File: src/design/emulated_phy_cfg.svh
// offsets, field positions and reset values for the emulated phy control block
`ifndef EMULATED_PHY_CFG_SVH
`define EMULATED_PHY_CFG_SVH

// ==========================================
// register offsets
`define PORT1_CTRL_OFFSET 12'h0C0
`define PORT0_CTRL_OFFSET 12'h1C0
`define MGMT_CTRL_INDEX   5'h00

// ==========================================
// bit positions
`define BIT_SOFT_RESET    15
`define BIT_LOOP          14
`define BIT_SPEED_LOW     13
`define BIT_NEG_ENABLE    12
`define BIT_POWER_DOWN    11
`define BIT_ISOLATE       10
`define BIT_NEG_RESTART   9
`define BIT_DUPLEX        8
`define BIT_COL_TEST      7

// ==========================================
// reset and fixed values
`define CTRL_RESET_VALUE  16'h1000
`define CTRL_WRITE_MASK   16'h7D80
`define PAD_VALUE         16'h0000
`define NEG_SPEED_RESULT  1'h1
`define NEG_DUPLEX_RESULT 1'h1

`endif

File: src/design/emulated_phy_pkg.sv
// types shared by the emulated phy control block
package emulated_phy_pkg;

    typedef struct packed {
        logic        loop_enable;
        logic        speed_select_low;
        logic        negotiation_enable;
        logic        unused_power_down;
        logic        pin_isolate;
        logic        duplex_select;
        logic        collision_test_enable;
    } ctrl_fields_t;

    typedef struct packed {
        logic speed_100;
        logic full_duplex;
    } link_mode_t;

    typedef enum logic [1:0] {
        NEG_IDLE = 2'b01,
        NEG_LOAD = 2'b10
    } neg_state_t;

endpackage

File: src/design/emulated_phy_control.sv
// basic control register of one emulated phy port with its datapath effects
// ==========================================
// Summary of operation
// - writing the soft reset bit restores defaults; the bit self clears
// - loopback returns mac transmit to its receive path, not the fabric
// - with negotiation off, speed low bit picks 10 or 100/200 Mbps
// - negotiation enable resets to one and overrides speed and duplex
// - in mac modes with negotiation on, duplex follows its input pin; speed follows its pin only in rmii mode, else the speed low bit
// - power down bit is stored and read back with no effect
// - isolate in phy mode releases outputs, pulls, and ignores inputs
// - in mac mode the isolate bit is ignored
// - management data pin keeps working while isolated
// - restart negotiation recomputes emulated results and self clears
// - with negotiation off, duplex bit selects half or full duplex
// - collision test asserts collision while the mac transmits
// - speed select high reads zero; writes ignored
// - upper sixteen bits of the mapped view read as fixed padding
// - management access sees a sixteen bit register at index zero
// - management access answers only at the strapped phy address
`timescale 1ns/10ps
`include "emulated_phy_cfg.svh"

module emulated_phy_control #(
    parameter logic [11:0] PORT_OFFSET = `PORT0_CTRL_OFFSET
) (
    input  wire logic        i_ref_clk,
    input  wire logic        i_resetn,
    // memory mapped register port
    input  wire logic [11:0] i_reg_addr,
    input  wire logic        i_reg_wr,
    input  wire logic        i_reg_rd,
    input  wire logic [31:0] i_reg_wdata,
    output logic      [31:0] o_reg_rdata,
    // management serial port, already deserialised
    input  wire logic [4:0]  i_mgmt_phy_addr,
    input  wire logic [4:0]  i_mgmt_reg_index,
    input  wire logic        i_mgmt_wr,
    input  wire logic        i_mgmt_rd,
    input  wire logic [15:0] i_mgmt_wdata,
    output logic      [15:0] o_mgmt_rdata,
    output logic             o_mgmt_rd_valid,
    input  wire logic [4:0]  i_phy_addr_strap,
    input  wire logic        i_mgmt_data_in,
    output logic             o_mgmt_data_out,
    output logic             o_mgmt_data_oe,
    input  wire logic        i_mgmt_drive,
    // port mode
    input  wire logic        i_mac_mode,
    input  wire logic        i_rmii_mode,
    input  wire logic        i_pin_duplex,
    input  wire logic        i_pin_speed,
    // mac facing data path
    input  wire logic [3:0]  i_mac_txd,
    input  wire logic        i_mac_tx_en,
    output logic      [3:0]  o_mac_rxd,
    output logic             o_mac_rx_dv,
    output logic             o_mac_col,
    output logic             o_mac_out_oe,
    output logic             o_pull_enable,
    // fabric side
    output logic      [3:0]  o_fabric_txd,
    output logic             o_fabric_tx_en,
    input  wire logic [3:0]  i_fabric_rxd,
    input  wire logic        i_fabric_rx_dv,
    // resolved link mode
    output emulated_phy_pkg::link_mode_t o_link_mode
);

    // ==========================================
    // register state
    emulated_phy_pkg::ctrl_fields_t ctrl;
    emulated_phy_pkg::ctrl_fields_t next_ctrl;
    emulated_phy_pkg::link_mode_t   neg_result;
    emulated_phy_pkg::link_mode_t   next_link;
    emulated_phy_pkg::neg_state_t   neg_state;
    logic                           reset_pulse;
    logic                           restart_pulse;
    logic                           rd_valid_q;
    wire  [15:0]                    read_value;

    function automatic emulated_phy_pkg::ctrl_fields_t unpack_ctrl(input logic [15:0] v);
        unpack_ctrl = '{
            loop_enable:           v[`BIT_LOOP],
            speed_select_low:      v[`BIT_SPEED_LOW],
            negotiation_enable:    v[`BIT_NEG_ENABLE],
            unused_power_down:     v[`BIT_POWER_DOWN],
            pin_isolate:           v[`BIT_ISOLATE],
            duplex_select:         v[`BIT_DUPLEX],
            collision_test_enable: v[`BIT_COL_TEST]
        };
    endfunction

    // ==========================================
    // access decode
    wire        bus_hit    = (i_reg_addr == PORT_OFFSET);
    wire        bus_wr     = bus_hit & i_reg_wr;
    wire        mgmt_hit   = (i_mgmt_phy_addr == i_phy_addr_strap) &
                             (i_mgmt_reg_index == `MGMT_CTRL_INDEX);
    wire        mgmt_wr    = mgmt_hit & i_mgmt_wr;
    wire        any_wr     = bus_wr | mgmt_wr;
    // bus write takes priority if both land in one cycle
    wire [15:0] wr_value   = bus_wr ? i_reg_wdata[15:0] : i_mgmt_wdata;
    wire [15:0] wr_masked  = wr_value & `CTRL_WRITE_MASK;
    wire        wr_reset   = any_wr & wr_value[`BIT_SOFT_RESET];
    wire        wr_restart = any_wr & wr_value[`BIT_NEG_RESTART];

    // self clearing bits are one-cycle pulses, so they always read zero
    always_comb
    begin
        next_ctrl = ctrl;
        if (wr_reset)
        begin
            next_ctrl = unpack_ctrl(`CTRL_RESET_VALUE);
        end
        else if (any_wr)
        begin
            next_ctrl = unpack_ctrl(wr_masked);
        end
    end

    always_ff @(posedge i_ref_clk)
    begin
        if (!i_resetn)
        begin
            ctrl          <= unpack_ctrl(`CTRL_RESET_VALUE);
            reset_pulse   <= 1'b0;
            restart_pulse <= 1'b0;
        end
        else
        begin
            ctrl          <= next_ctrl;
            reset_pulse   <= wr_reset;
            restart_pulse <= wr_restart & ~wr_reset;
        end
    end

    // ==========================================
    // emulated negotiation: results reloaded on reset or restart
    always_ff @(posedge i_ref_clk)
    begin
        if (!i_resetn)
        begin
            neg_state  <= emulated_phy_pkg::NEG_LOAD;
            neg_result <= '{speed_100: 1'b0, full_duplex: 1'b0};
        end
        else
        begin
            unique case (neg_state)
                emulated_phy_pkg::NEG_IDLE:
                begin
                    if (restart_pulse | reset_pulse)
                    begin
                        neg_state <= emulated_phy_pkg::NEG_LOAD;
                    end
                end
                emulated_phy_pkg::NEG_LOAD:
                begin
                    neg_result <= '{speed_100: `NEG_SPEED_RESULT,
                                    full_duplex: `NEG_DUPLEX_RESULT};
                    neg_state  <= emulated_phy_pkg::NEG_IDLE;
                end
                default:
                begin
                    neg_state <= emulated_phy_pkg::NEG_LOAD;
                end
            endcase
        end
    end

    // ==========================================
    // speed and duplex resolution
    wire mac_speed = i_rmii_mode ? i_pin_speed : ctrl.speed_select_low;
    always_comb
    begin
        next_link = '{speed_100: ctrl.speed_select_low,
                      full_duplex: ctrl.duplex_select};
        if (ctrl.negotiation_enable)
        begin
            if (i_mac_mode)
            begin
                next_link = '{speed_100: mac_speed, full_duplex: i_pin_duplex};
            end
            else
            begin
                next_link = neg_result;
            end
        end
    end

    // ==========================================
    // data path: loopback, isolation, collision test
    // isolation only applies to phy mode pins
    wire isolated  = ctrl.pin_isolate & ~i_mac_mode;
    wire tx_en_in  = i_mac_tx_en & ~isolated;
    wire [3:0] txd_in = isolated ? 4'h0 : i_mac_txd;

    always_ff @(posedge i_ref_clk)
    begin
        if (!i_resetn)
        begin
            o_link_mode    <= '{speed_100: 1'b0, full_duplex: 1'b0};
            o_mac_rxd      <= 4'h0;
            o_mac_rx_dv    <= 1'b0;
            o_mac_col      <= 1'b0;
            o_fabric_txd   <= 4'h0;
            o_fabric_tx_en <= 1'b0;
            o_reg_rdata    <= 32'h0000_0000;
            o_mgmt_rdata   <= 16'h0000;
        end
        else
        begin
            o_link_mode    <= next_link;
            o_mac_rxd      <= ctrl.loop_enable ? txd_in : i_fabric_rxd;
            o_mac_rx_dv    <= ctrl.loop_enable ? tx_en_in : i_fabric_rx_dv;
            o_mac_col      <= ctrl.collision_test_enable & tx_en_in;
            o_fabric_txd   <= ctrl.loop_enable ? 4'h0 : txd_in;
            o_fabric_tx_en <= tx_en_in & ~ctrl.loop_enable;
            o_reg_rdata    <= (bus_hit & i_reg_rd) ? {`PAD_VALUE, read_value}
                                                   : 32'h0000_0000;
            o_mgmt_rdata   <= (mgmt_hit & i_mgmt_rd) ? read_value : 16'h0000;
        end
    end

    // ==========================================
    // read view and pins
    assign read_value = {1'b0, ctrl.loop_enable, ctrl.speed_select_low,
                         ctrl.negotiation_enable, ctrl.unused_power_down,
                         ctrl.pin_isolate, 1'b0, ctrl.duplex_select,
                         ctrl.collision_test_enable, 7'h00};

    assign o_mgmt_rd_valid = rd_valid_q;
    always_ff @(posedge i_ref_clk)
    begin
        if (!i_resetn)
        begin
            rd_valid_q <= 1'b0;
        end
        else
        begin
            rd_valid_q <= mgmt_hit & i_mgmt_rd;
        end
    end

    // management pin ignores isolation on purpose
    assign o_mgmt_data_out = i_mgmt_data_in;
    assign o_mgmt_data_oe  = i_mgmt_drive;
    assign o_mac_out_oe    = ~isolated;
    assign o_pull_enable   = ~isolated;

endmodule

File: config.mk
export PLATFORM = sky130hd
export DESIGN_NAME = emulated_phy_control
export DESIGN_NICKNAME = d
export VERILOG_FILES = /design/src/design/emulated_phy_pkg.sv /design/src/design/emulated_phy_control.sv
export VERILOG_INCLUDE_DIRS = /design/src /design/src/design
export SDC_FILE = /design/constraint.sdc
export NUM_CORES = 1
export LEC_CHECK = 0
export BUFFER_PORTS_ARGS = -buffer_cell sky130_fd_sc_hd__buf_2
export CORE_ASPECT_RATIO = 1.1
export CORE_UTILIZATION = 37
export DETAILED_ROUTE_END_ITERATION = 7
export GPL_TIMING_DRIVEN = 0
export PLACE_DENSITY_LB_ADDON = 0.3
export SYNTH_ARGS = -nofsm -noshare
export SYNTH_HDL_FRONTEND = slang
export SYNTH_SLANG_ARGS = --single-unit
File: constraint.sdc
create_clock -name i_ref_clk -period 1.59 [get_ports i_ref_clk]
set_input_delay 0.0795 -clock i_ref_clk [delete_from_list [all_inputs] [get_ports i_ref_clk]]
set_output_delay 0.0795 -clock i_ref_clk [all_outputs]
set_load 0.005 [all_outputs]
==> run summary, run 1 <==
• **First DRT Iteration DRCs** 57
• **fraction of the yosys area taken by sequential cells** 44.0%
• **mean area per synthesized cell** 9.63 um^2
• **CP Launch Point** i_reg_addr[1]
• **Die Ht** 75.6 um
• **critical path's top delay family** simple AND/OR/NAND/NOR gates
• **gate count of the mapped netlist** 189
• **number of antenna violations at the first check in global routing** 0
• **Critical Path Source Type** input port
• **Pwr per Cell Area** 762 nW/um^2
• **final number of hold-violating endpoints** 0
• **required time of the worst setup path** 1.82 ns
• **WL/cell** 10.3 um
• **RePlAce Congestion** 0.685
• **share of the clock period used by the worst path** 83.6%
• **Reg-to-Reg End** o_fabric_txd[3]$_SDFF_PP0_
• **H-Tree Depth** 2
• **Die Span X** 68.9 um
• **# resized after CTS** 0
• **Area growth syn-to-layout** 45.2%
• **leading cell type in the layout, fill and taps excluded** buf_2
• **vias after detailed routing** 1,629
• **number of setup violations in the final report** 0
• **global-route total usage across every layer** 15.1%
• **worst reg-to-reg setup slack** 0.36 ns
• **post-detailed-routing wire length** 3980 um
• **FF-to-FF Start** ctrl[2]$_SDFFE_PP0P_
• **delay contributed by the slowest stage of the critical path** 0.53 ns
• **worst setup slack after layout** 0.261 ns
• **count of clock tree sinks** 40
• **cells traversed along the worst timing path** buf_2 -> or4_4 -> nor2_4 -> nand2_2 -> nor2_1 -> and2_1
• **half-perimeter wire length of the detailed placement result** 3280 um
• **Peak supply drop** 0.314 mV
• **Max Clock Skew** 0.00916 ns
• **Initial Utilization** 38.9%
• **crit path kind** input port to flip-flop
• **leakage power figure** 1.44 nW
• **Clock Tree Root** clkbuf_8
• **worst-case reg-to-reg path depth** 5
• **minimum setup slack after placement** -0.0314 ns
• **number of nets with antenna violations after detailed routing** 0
• **count of standard-cell rows** 26
• **worst slew pin tran** 0.560 ns
• **Achievable Freq** 752 MHz
• **portion of synthesized cell area occupied by the leading cell type** 44.0%
• **Core Region** 4680 um^2
• **run status** complete, no violations
• **Setup crit end kind** flip-flop
• **number of search-and-repair iterations in the first detailed-routing pass** 4
• **die outline area** 5210 um^2
• **vias in the first global route** 1,369
• **flip-flop and latch count after synthesis** 40
• **Final Instance Count excl. Fillers** 387
• **share of post-route cells with drive strength above 1** 44.7%
• **first-pass GRT wire length** 5640 um
• **uppermost routed layer** met4
• **DP Cell Count** 373
• **post-detailed-route via-to-cell ratio** 4.21
• **number of buffer cells added on primary ports** 95
• **routed length on met2** 2000 um
• **Synth area leader** dfxtp_1
• **post-synthesis instance area** 1820 um^2
• **largest fanout on the critical path** 6
• **setup repair after global routing missed its margin** no
• **net count of the finished layout** 427
• **CP Data Arrival Time** 1.56 ns
• **number of cells on the critical path** 6
• **distinct cell type count of the synthesized netlist** 38
• **total of warnings raised by yosys** 0
• **CP Buf/Inv Count** 1
• **routed length on met1** 1500 um
• **routed wl met3** 451 um
• **type of the most critical hold path** input port to flip-flop
• **max-capacitance violation count** 0
• **Max Buffers Root-to-Sink** 2
• **number of buffers created by CTS** 5
• **remaining design rule violation count** 0
• **slowest CP cell** or4_4
• **largest net degree at the start of global routing** 13
• **GR Overflow Total** 0
• **antenna diode count** 0
• **max-slew violations** 0
• **worst setup path endpoint** o_reg_rdata[10]$_SDFF_PN0_
• **clock tree from TritonCTS** yes
• **normalized max-slew margin** 62.3%
• **latest clock arrival within the worst-skew pair** 0.29 ns
• **highest-count cells in the layout ignoring fill and taps** buf_2 (96), dfxtp_1 (40), buf_4 (37), conb_1 (34), and2_1 (18)
• **total power draw** 2.01 mW
• **clock-pin slew reported for the worst setup and hold paths after clock tree synthesis** 0.08 ns
• **fin crit period** 1.33 ns
• **most area-consuming cells after synthesis** dfxtp_1 (44%), buf_4 (15%), and2_1 (6.2%)
• **ports placed on the boundary** 163
[cell usage after synthesis]
cell       count
a211oi_1       1
a21oi_1        7
a221oi_1       1
a32oi_1        1
and2_0         1
and2_1        18
and4_1         1
buf_2          1
buf_4         37
clkbuf_1       3
conb_1         1
dfxtp_1       40
inv_1          6
mux2i_1        8
nand2_1        5
nand2_2        1
nand2b_1       6
nand3_1        5
nand3_2        1
nand3b_1       1
nand4_4        1
nand4b_1       1
nor2_1         7
nor2_4         1
nor2b_1        8
nor3_1         2
nor3_2         1
nor3_4         1
nor3b_1        1
nor4_1         1
nor4b_1        1
o211a_1        1
o21ai_0        4
o2bb2ai_1      6
or2_2          1
or3_1          1
or4_4          1
xor2_1         5
[stage by stage]
step / util, % / instance area (um^2) / TNS [ns] / hold WS, ns
floorplan: - / 1940 / 0 / 0.196
global placement: 53.2 / 2490 / -0.127 / 0.282
detailed placement: 53.2 / 2490 / -0.147 / 0.288
CTS: 56.4 / 2640 / 0 / 0.00304
global route: 56.4 / 2640 / 0 / 0.00192
finish: 56.4 / 2640 / 0 / 0.00789
[sequential cells by signal, summed over array words and instances (netlist names)]
| register | count |
|---|---|
| ctrl | 7 |
| o_mac_col | 1 |
| o_reg_rdata | 7 |
| neg_result | 1 |
| reset_pulse | 1 |
| o_mgmt_rd_valid | 1 |
| o_mac_rx_dv | 1 |
| o_fabric_tx_en | 1 |
| restart_pulse | 1 |
| o_fabric_txd | 4 |
| neg_state | 2 |
| o_mac_rxd | 4 |
| o_mgmt_rdata | 7 |
| o_link_mode | 2 |
[how the worst min path moves through the flow]
| stage | startpoint | end | cells after the start |
|---|---|---|---|
| 2_1_floorplan | i_reg_wdata[7] | ctrl[0]$_SDFFE_PP0P_ | 1 |
| 3_3_place_gp | i_reg_wdata[11] | ctrl[3]$_SDFFE_PP0P_ | 2 |
| 3_5_place_dp | i_reg_wdata[10] | ctrl[2]$_SDFFE_PP0P_ | 2 |
| 4_1_cts | i_mac_txd[1] | o_fabric_txd[1]$_SDFF_PP0_ | 2 |
| 5_1_grt | i_reg_wdata[14] | ctrl[6]$_SDFFE_PP0P_ | 2 |
| 6_report | i_mac_txd[1] | o_fabric_txd[1]$_SDFF_PP0_ | 2 |
[worst register-to-register path, stage by stage, from the launching register on]
cell	delay [ns]
dfxtp_1	0.34
nand2b_1	0.07
clkbuf_1	0.27
nand2_1	0.12
nor2_1	0.22
and2_1	0.16
[power by group]
part / total, mW / switching [mW] / internal, mW
logic: 0.281 / 0.113 / 0.168
registers: 1.04 / 0.00919 / 1.03
clock network: 0.694 / 0.342 / 0.353
total: 2.01 / 0.464 / 1.55
[kinds of logic after synthesis]
logic type / share of synthesized area (%)
simple gates: 23.8
buf+inv: 17.4
other cells: 0.206
flops: 44.0
xor+xnor: 2.41
mux: 4.40
compound gates: 7.84
[what timing repair did]
| item | in CTS | in global routing |
|---|---|---|
| hold buffers | 6 | 0 |
| setup endpoints to repair | 0 | 0 |
| hold endpoints to repair | 6 | 0 |
| setup buffers | 0 | 0 |
[layer usage]
layer | vias to the layer above | GRT usage [%]
met1 | 688 | 15.8
met4 | 0 | 6.35
met2 | 97 | 27.7
met3 | 4 | 4.49
met5 | - | 0
li1 | 840 | -
[cell type report]
class / count / area (um^2)
flip-flops and latches: 40 / 801
clock buffers: 7 / 86.3
repair buffers: 101 / 536
fillers: 464 / 2040
clock inverters: 1 / 7.51
plain buffers: 41 / 294
inverters: 6 / 22.5
well taps: 56 / 70.1
multi-input cells: 135 / 827
(Power assumes the default switching activity.)
==> inputs of run 2 (changes only) <==
--- a/config.mk
+++ b/config.mk
@@ -6,9 +6,10 @@
 export SDC_FILE = /design/constraint.sdc
 export NUM_CORES = 1
 export LEC_CHECK = 0
+export ABC_AREA = 1
 export BUFFER_PORTS_ARGS = -buffer_cell sky130_fd_sc_hd__buf_2
 export CORE_ASPECT_RATIO = 1.1
-export CORE_UTILIZATION = 37
+export CORE_UTILIZATION = 39
 export DETAILED_ROUTE_END_ITERATION = 7
 export GPL_TIMING_DRIVEN = 0
 export PLACE_DENSITY_LB_ADDON = 0.3
==> constraint.sdc (replaced) <==
create_clock -name i_ref_clk -period 1.3 [get_ports i_ref_clk]
set_input_delay 0.065 -clock i_ref_clk [delete_from_list [all_inputs] [get_ports i_ref_clk]]
set_output_delay 0.065 -clock i_ref_clk [all_outputs]
set_load 0.005 [all_outputs]
==> run 2 against run 1 <==
Compared with the run above: worst setup slack lost 0.16 ns; design area grew 4.3%; clock skew shrank 0.0061 ns; combinational power grew 28%; synthesized cell count is 40% higher; first-iteration DRC count increased by 7.0%; power is 38% higher; sequential cell count did not move; die area grew 2.0%; clock power rose by 66%; sequential power rose by 22%; hold slack gained 0.0010 ns; critical path type is now flip-flop to primary output; critical endpoint is now o_pull_enable.
==> run summary, run 2 <==
• **Max Clock Skew** 0.00310 ns, -0.00606 ns
• **largest net degree at the start of global routing** 13, unchanged
• **number of antenna violations at the first check in global routing** 0, unchanged
• **# resized after CTS** 0, unchanged
• **Pwr per Cell Area** 1010 nW/um^2, +32%
• **number of search-and-repair iterations in the first detailed-routing pass** 4, unchanged
• **mean area per synthesized cell** 7.42 um^2, -23%
• **type of the most critical hold path** input port to flip-flop
• **first-pass GRT wire length** 6750 um, +20%
• **startpoint of the worst hold path** i_mac_txd[3]
• **Area growth syn-to-layout** 40.7%
• **max-slew violations** 0, unchanged
• **GR Overflow Total** 0, unchanged
• **CP Data Arrival Time** 1.13 ns, -0.43 ns
• **H-Tree Depth** 2, unchanged
• **share of post-route cells with drive strength above 1** 39.8%, -4.9 points
• **run status** complete, no violations
• **First DRT Iteration DRCs** 61, +7.0%
• **number of flops mapped to enable cells by yosys** 0, unchanged
• **crit path kind** flip-flop to primary output
• **most frequent cells after synthesis** nand2_1 (59), dfxtp_1 (40), buf_4 (37), inv_1 (33), nor2_1 (31)
• **die outline area** 5310 um^2, +2.0%
• **count of clock tree sinks** 40, unchanged
• **Achievable Freq** 835 MHz
• **Synth area leader** dfxtp_1
• **minimum setup slack after placement** -0.0310 ns, +0.000352 ns
• **Setup crit end kind** primary output
• **share of the clock period used by the worst path** 92.1%
• **delay contributed by the slowest stage of the critical path** 0.37 ns, -0.16 ns
• **most instantiated library cell after synthesis** nand2_1
• **most area-consuming cells after synthesis** dfxtp_1 (41%), buf_4 (14%), nand2_1 (11%)
• **total setup buffers inserted after CTS** 0, unchanged
• **vias after detailed routing** 1,864, +14%
• **clock-pin slew reported for the worst setup and hold paths after clock tree synthesis** 0.07 ns, about the same
• **count of standard-cell rows** 26, unchanged
• **global-route total usage across every layer** 15.6%, +0.49 points
• **antenna diode count** 0, unchanged
• **number of hold buffers added after cts** 0, -6
• **number of setup violations in the final report** 0, unchanged
• **ports placed on the boundary** 163, unchanged
• **Critical Path Source Type** flip-flop
• **largest fanout on the critical path** 7, +1
• **FF-to-FF Start** ctrl[5]$_SDFFE_PP0P_
• **flip-flop and latch count after synthesis** 40, unchanged
• **Final Instance Area** 2760 um^2, +4.3%
• **Peak supply drop** 0.476 mV, +51%
• **max-capacitance violation count** 0, unchanged
• **number of buffer cells added on primary ports** 95, unchanged
• **leading cell type in the layout, fill and taps excluded** buf_2
• **Finished Core Util** 58.1%, +1.6 points
• **worst setup slack after layout** 0.102 ns, -0.158 ns
• **number of nets with antenna violations after detailed routing** 0, unchanged
• **fin crit period** 1.20 ns
• **post-synthesis instance area** 1960 um^2, +7.6%
• **total power draw** 2.77 mW, +38%
• **Initial Utilization** 41.3%, +2.4 points
• **Die Ht** 76.3 um, +1.0%
• **number of buffers created by CTS** 5, unchanged
• **RePlAce Congestion** 0.748, +9.2%
• **most common flop cell mapped by yosys** dfxtp_1
• **half-perimeter wire length of the detailed placement result** 3370 um, +2.6%
• **CP Launch Point** ctrl[2]$_SDFFE_PP0P_
• **required time of the worst setup path** 1.24 ns, -0.58 ns
• **cells traversed along the worst timing path** nand2_1 -> buf_4 -> buf_2
• **Max Buffers Root-to-Sink** 2, unchanged
• **fraction of the yosys area taken by sequential cells** 40.9%, -3.1 points
• **vias in the first global route** 1,605, +17%
• **clock tree from TritonCTS** yes
• **setup repair after global routing missed its margin** no
• **leakage power figure** 1.61 nW, +12%
• **Die Span X** 69.6 um, +1.0%
• **async set or reset register ratio after synthesis** 0%, unchanged
• **Hold Worst Slack** 0.00891 ns, +0.00102 ns
• **Clock Tree Root** clkbuf_8
• **post-detailed-route via-to-cell ratio** 4.10, -2.7%
• **Placement Cell Area** 2630 um^2, +5.6%
• **fillers** 461, -0.65%
• **distinct cell type count of the synthesized netlist** 28, -26%
• **gate count of the mapped netlist** 264, +40%
• **highest-count cells in the layout ignoring fill and taps** buf_2 (96), nand2_1 (59), dfxtp_1 (40), buf_4 (37), conb_1 (34)
• **latest clock arrival within the worst-skew pair** 0.28 ns, about the same
• **Core Region** 4750 um^2, +1.4%
• **WL/cell** 8.79 um, -15%
• **slowest CP cell** dfxtp_1
• **final number of hold-violating endpoints** 0, unchanged
• **net count of the finished layout** 496, +16%
• **portion of synthesized cell area occupied by the leading cell type** 40.9%, -3.1 points
• **largest registers in the final layout** ctrl x7, o_mgmt_rdata x7, o_reg_rdata x7
• **total of warnings raised by yosys** 0, unchanged
• **post-detailed-routing wire length** 4000 um, +0.45%
• **remaining design rule violation count** 0, unchanged
run 2: cell types whose count changed in the layout (fill, tap and decap cells not counted), moves of 8 or more:
cell / change
nand3_1: +11
mux2i_1: -8
nand2_1: +54
nand4_1: +10
and2_1: -18
inv_1: +27
nor2b_1: -8
nor2_1: +24
run 2: per-stage QoR:
step	setup TNS, ns	std cells
detailed placement	-0.0525	448
finish	0	455
global route	0	455
floorplan	0	297
CTS	0	455
global placement	-0.0153	448
run 2: worst max-delay path, delay by kind of cell (launching register included):
kind / cells / cell delay, ns
AND/OR/NAND/NOR: 1 / 0.19
buffers and inverters: 2 / 0.30
flip-flops: 1 / 0.37
run 2: report_power, final:
part	switching, mW	internal, mW	total, mW
combinational	0.161	0.198	0.359
sequential	0.00836	1.26	1.27
clock	0.393	0.755	1.15
run 2: path summary, 6_finish.rpt:
check	to	slack, ns	cells past startpoint
max reg2reg	o_link_mode[1]$_SDFF_PN0_	0.32	4
max	o_pull_enable	0.10	3
min	o_fabric_txd[3]$_SDFF_PP0_	0.009	3
min reg2reg	o_reg_rdata[11]$_SDFF_PN0_	0.46	2
run 2: layer usage:
layer | part of all wire (%) | GRT usage (%) | wire length (um)
met5 | 0 | 0 | 0
met4 | 1.3 | 5.51 | 51
met3 | 10 | 4.76 | 405
met2 | 44 | 26.4 | 1770
met1 | 44 | 18.5 | 1770
run 2: kinds of logic after synthesis:
group                  Yosys count  synth area share, %
other                            1                0.191
AO/OA/AOI/OAI                   13                 3.83
AND/OR/NAND/NOR                134                 33.0
flip-flops                      40                 40.9
buffers and inverters           76                 22.2
run 2: final cells by class:
type | instances | area (um^2) | share of cell area, %
Multi-Input combinational cell | 181 | 848 | 30.8
Sequential cell | 40 | 801 | 29.0
Timing Repair Buffer | 95 | 475 | 17.2
Buffer | 40 | 299 | 10.8
Inverter | 36 | 135 | 4.90
Tap cell | 56 | 70.1 | 2.54
Clock buffer | 5 | 68.8 | 2.50
Clock inverter | 2 | 60.1 | 2.18
==> inputs of run 3 (changes only) <==
--- a/config.mk
+++ b/config.mk
@@ -9,7 +9,8 @@
 export ABC_AREA = 1
 export BUFFER_PORTS_ARGS = -buffer_cell sky130_fd_sc_hd__buf_2
 export CORE_ASPECT_RATIO = 1.1
-export CORE_UTILIZATION = 39
+export CORE_UTILIZATION = 40
+export CTS_BUF_LIST = sky130_fd_sc_hd__clkbuf_8
 export DETAILED_ROUTE_END_ITERATION = 7
 export GPL_TIMING_DRIVEN = 0
 export PLACE_DENSITY_LB_ADDON = 0.3
==> run 3 against run 2 <==
Compared with the run above: sequential share of layout area is essentially flat; non-clock buffer count grew 2; hold slack gained 0.0060 ns; worst setup slack gained 0.079 ns; power shrank 6.6%; clock-buffer cell count is the same; maximum frequency grew 7.1%; utilization grew 0.83 points; register-to-register slack is essentially flat; critical path type unchanged; largest power group unchanged; highest routed layer unchanged.
==> run summary, run 3 (synthesis gave the netlist of run 2 again) <==
• **share of post-route cells with drive strength above 1** 39.8%, -0.049 points
• **Die Span X** 68.7 um, -1.2%
• **relative contribution of the clock network to total power** 37.0%, -4.4 points
• **share of the clock period used by the worst path** 86.0%, -6.1 points
• **First DRT Iteration DRCs** 44, -28%
• **number of setup violations in the final report** 0, unchanged
• **leading cell type in the layout, fill and taps excluded** buf_2
• **Core Region** 4680 um^2, -1.4%
• **number of buffer cells added on primary ports** 95, unchanged
• **run status** complete, no violations
• **H-Tree Depth** 2, unchanged
• **footprint of the multi-input gates** 851 um^2, +0.29%
• **largest fanout on the critical path** 7, unchanged
• **total setup buffers inserted after CTS** 0, unchanged
• **Clock Tree Root** clkbuf_8
• **global-route total usage across every layer** 15.9%, +0.33 points
• **Achievable Freq** 894 MHz, +7.1%
• **critical path's top delay family** flip-flops
• **busiest metal layer after global routing** met2
• **required time of the worst setup path** 1.24 ns, about the same
• **latest clock arrival within the worst-skew pair** 0.28 ns, about the same
• **Switch Pwr** 569 uW, +1.2%
• **RePlAce Congestion** 0.733, -2.0%
• **remaining design rule violation count** 0, unchanged
• **antenna diode count** 0, unchanged
• **Int Pwr** 2.02 mW, -8.6%
• **Hold Crit Endpoint** o_fabric_txd[0]$_SDFF_PP0_
• **largest registers in the final layout** ctrl x7, o_mgmt_rdata x7, o_reg_rdata x7
• **clock-pin slew reported for the worst setup and hold paths after clock tree synthesis** 0.07 ns, about the same
• **vias in the first global route** 1,563, -2.6%
• **number of buffers created by CTS** 5, unchanged
• **Initial Utilization** 41.8%, +0.57 points
• **Setup crit end kind** primary output
• **crit path kind** flip-flop to primary output
• **flip-flop and latch area** 801 um^2, unchanged
• **Peak supply drop** 0.406 mV, -15%
• **Global Route met1 Usage** 18.4%, -0.12 points
• **WL/cell** 8.77 um, -0.21%
• **setup repair after global routing missed its margin** no
• **count of standard-cell rows** 26, unchanged
• **final number of hold-violating endpoints** 0, unchanged
• **count of clock tree sinks** 40, unchanged
• **Max Clock Skew** 0.00540 ns, +0.00231 ns
• **met2 track demand over resource in global routing** 28.2%, +1.8 points
• **highest-count cells in the layout ignoring fill and taps** buf_2 (96), nand2_1 (58), dfxtp_1 (40), buf_4 (37)
• **delay contributed by the slowest stage of the critical path** 0.38 ns, about the same
• **max-capacitance violation count** 0, unchanged
• **number of cells traversed by the worst hold path** 3, unchanged
• **proportion of power drawn by flip-flops and latches** 48.9%, +3.2 points
• **CP Buf/Inv Count** 2, unchanged
• **vias after detailed routing** 1,867, +0.16%
• **Pwr per Cell Area** 939 nW/um^2, -6.6%
• **type of the most critical hold path** input port to flip-flop
• **Max Buffers Root-to-Sink** 2, unchanged
• **number of nets with antenna violations after detailed routing** 0, unchanged
• **switching part of the total power** 22.0%, +1.7 points
• **Critical Path Source Type** flip-flop
• **startpoint of the worst hold path** i_mac_txd[0]
• **cells traversed along the worst timing path** nand2_2 -> buf_4 -> buf_2
• **leakage power figure** 1.61 nW, +0.26%
• **max-slew violations** 0, unchanged
• **post-detailed-routing wire length** 4020 um, +0.45%
• **Reg-to-Reg End** o_link_mode[1]$_SDFF_PN0_
• **fin crit period** 1.12 ns, -0.0789 ns
• **Hold Worst Slack** 0.0150 ns, +0.00605 ns
• **number of search-and-repair iterations in the first detailed-routing pass** 3, -1
• **fillers** 441, -4.3%
• **FF-to-FF Start** ctrl[5]$_SDFFE_PP0P_
• **largest net degree at the start of global routing** 13, unchanged
• **GR Overflow Total** 0, unchanged
• **setup_tns** 0 ns, unchanged
• **Die Ht** 75.4 um, -1.2%
• **Area growth syn-to-layout** 40.8%, about the same
• **combinational cell fraction of total power** 14.1%, +1.2 points
• **die outline area** 5180 um^2, -2.4%
• **worst-case reg-to-reg path depth** 4, unchanged
• **CP Data Arrival Time** 1.05 ns, -0.08 ns
• **post-detailed-route via-to-cell ratio** 4.08, -0.50%
• **worst reg-to-reg setup slack** 0.32 ns, about the same
• **clock tree from TritonCTS** yes
• **slowest CP cell** dfxtp_1
• **half-perimeter wire length of the detailed placement result** 3370 um, +0.16%
• **ports placed on the boundary** 163, unchanged
• **net count of the finished layout** 498, +0.40%
• **met3 Resource Use GR** 4.34%, -0.42 points
• **number of antenna violations at the first check in global routing** 0, unchanged
• **first-pass GRT wire length** 6380 um, -5.4%
[run 3: cell count changes in the layout (fill, tap and decap cells not counted), sizes merged]
cell         before  now
bufinv            2    1
clkinv            1    2
dlygate4sd3       0    2
inv              35   36
[run 3: timing repair]
| item | CTS | global route |
|---|---|---|
| hold endpoints to repair | 2 | 0 |
| hold buffers | 2 | 0 |
| gates resized for setup | 0 | 1 |
| endpoints found under the setup margin | 0 | 1 |
[run 3: layout make-up]
cell class	instances	area share, %
Multi-Input combinational cell	181	30.8
Sequential cell	40	29.0
Timing Repair Buffer	97	18.0
Buffer	40	10.8
Inverter	36	4.90
Tap cell	56	2.54
Clock buffer	5	2.49
Clock inverter	3	1.41
[run 3: layer usage]
layer  up-vias  wire [um]
met5         -          0
met4         0         41
met3         5        410
met2        88       1860
met1       754       1700
li1       1020          -
[run 3: stage by stage]
| stage | setup slack (ns) | area, um^2 | total power [mW] | utilization [%] | cells |
|---|---|---|---|---|---|
| floorplan | 0.210 | 2080 | 1.51 | - | 297 |
| global placement | -0.0168 | 2630 | 1.65 | 56.1 | 448 |
| detailed placement | -0.0380 | 2630 | 1.65 | 56.1 | 448 |
| CTS | 0.0791 | 2760 | 2.61 | 58.8 | 458 |
| global route | 0.102 | 2760 | 2.72 | 58.9 | 458 |
| finish | 0.181 | 2760 | 2.59 | 58.9 | 458 |
[run 3: power by group through the flow]
stage          sequential (mW)  clock [mW]  combinational (mW)
2_1_floorplan             1.30           0               0.211
3_3_place_gp              1.30           0               0.351
3_5_place_dp              1.30           0               0.357
4_1_cts                   1.27       0.980               0.362
5_1_grt                   1.27        1.03               0.415
6_report                  1.27       0.959               0.364
[run 3: worst max path at each step]
stage / startpoint / endpoint / slack [ns] / cells after the start
after floorplan: i_reg_addr[9] / ctrl[6]$_SDFFE_PP0P_ / 0.21 / 11
after global placement: i_reg_addr[9] / ctrl[6]$_SDFFE_PP0P_ / -0.02 / 12
after detailed placement: i_reg_addr[9] / ctrl[6]$_SDFFE_PP0P_ / -0.04 / 12
after CTS: ctrl[2]$_SDFFE_PP0P_ / o_pull_enable / 0.08 / 3
after global routing: ctrl[2]$_SDFFE_PP0P_ / o_pull_enable / 0.10 / 3
final: ctrl[2]$_SDFFE_PP0P_ / o_pull_enable / 0.18 / 3
[run 3: tightest hold or removal path, cell delays in order]
cell and delay (ns):
buf_2 0.08, nand2_1 0.06, nor2_1 0.07
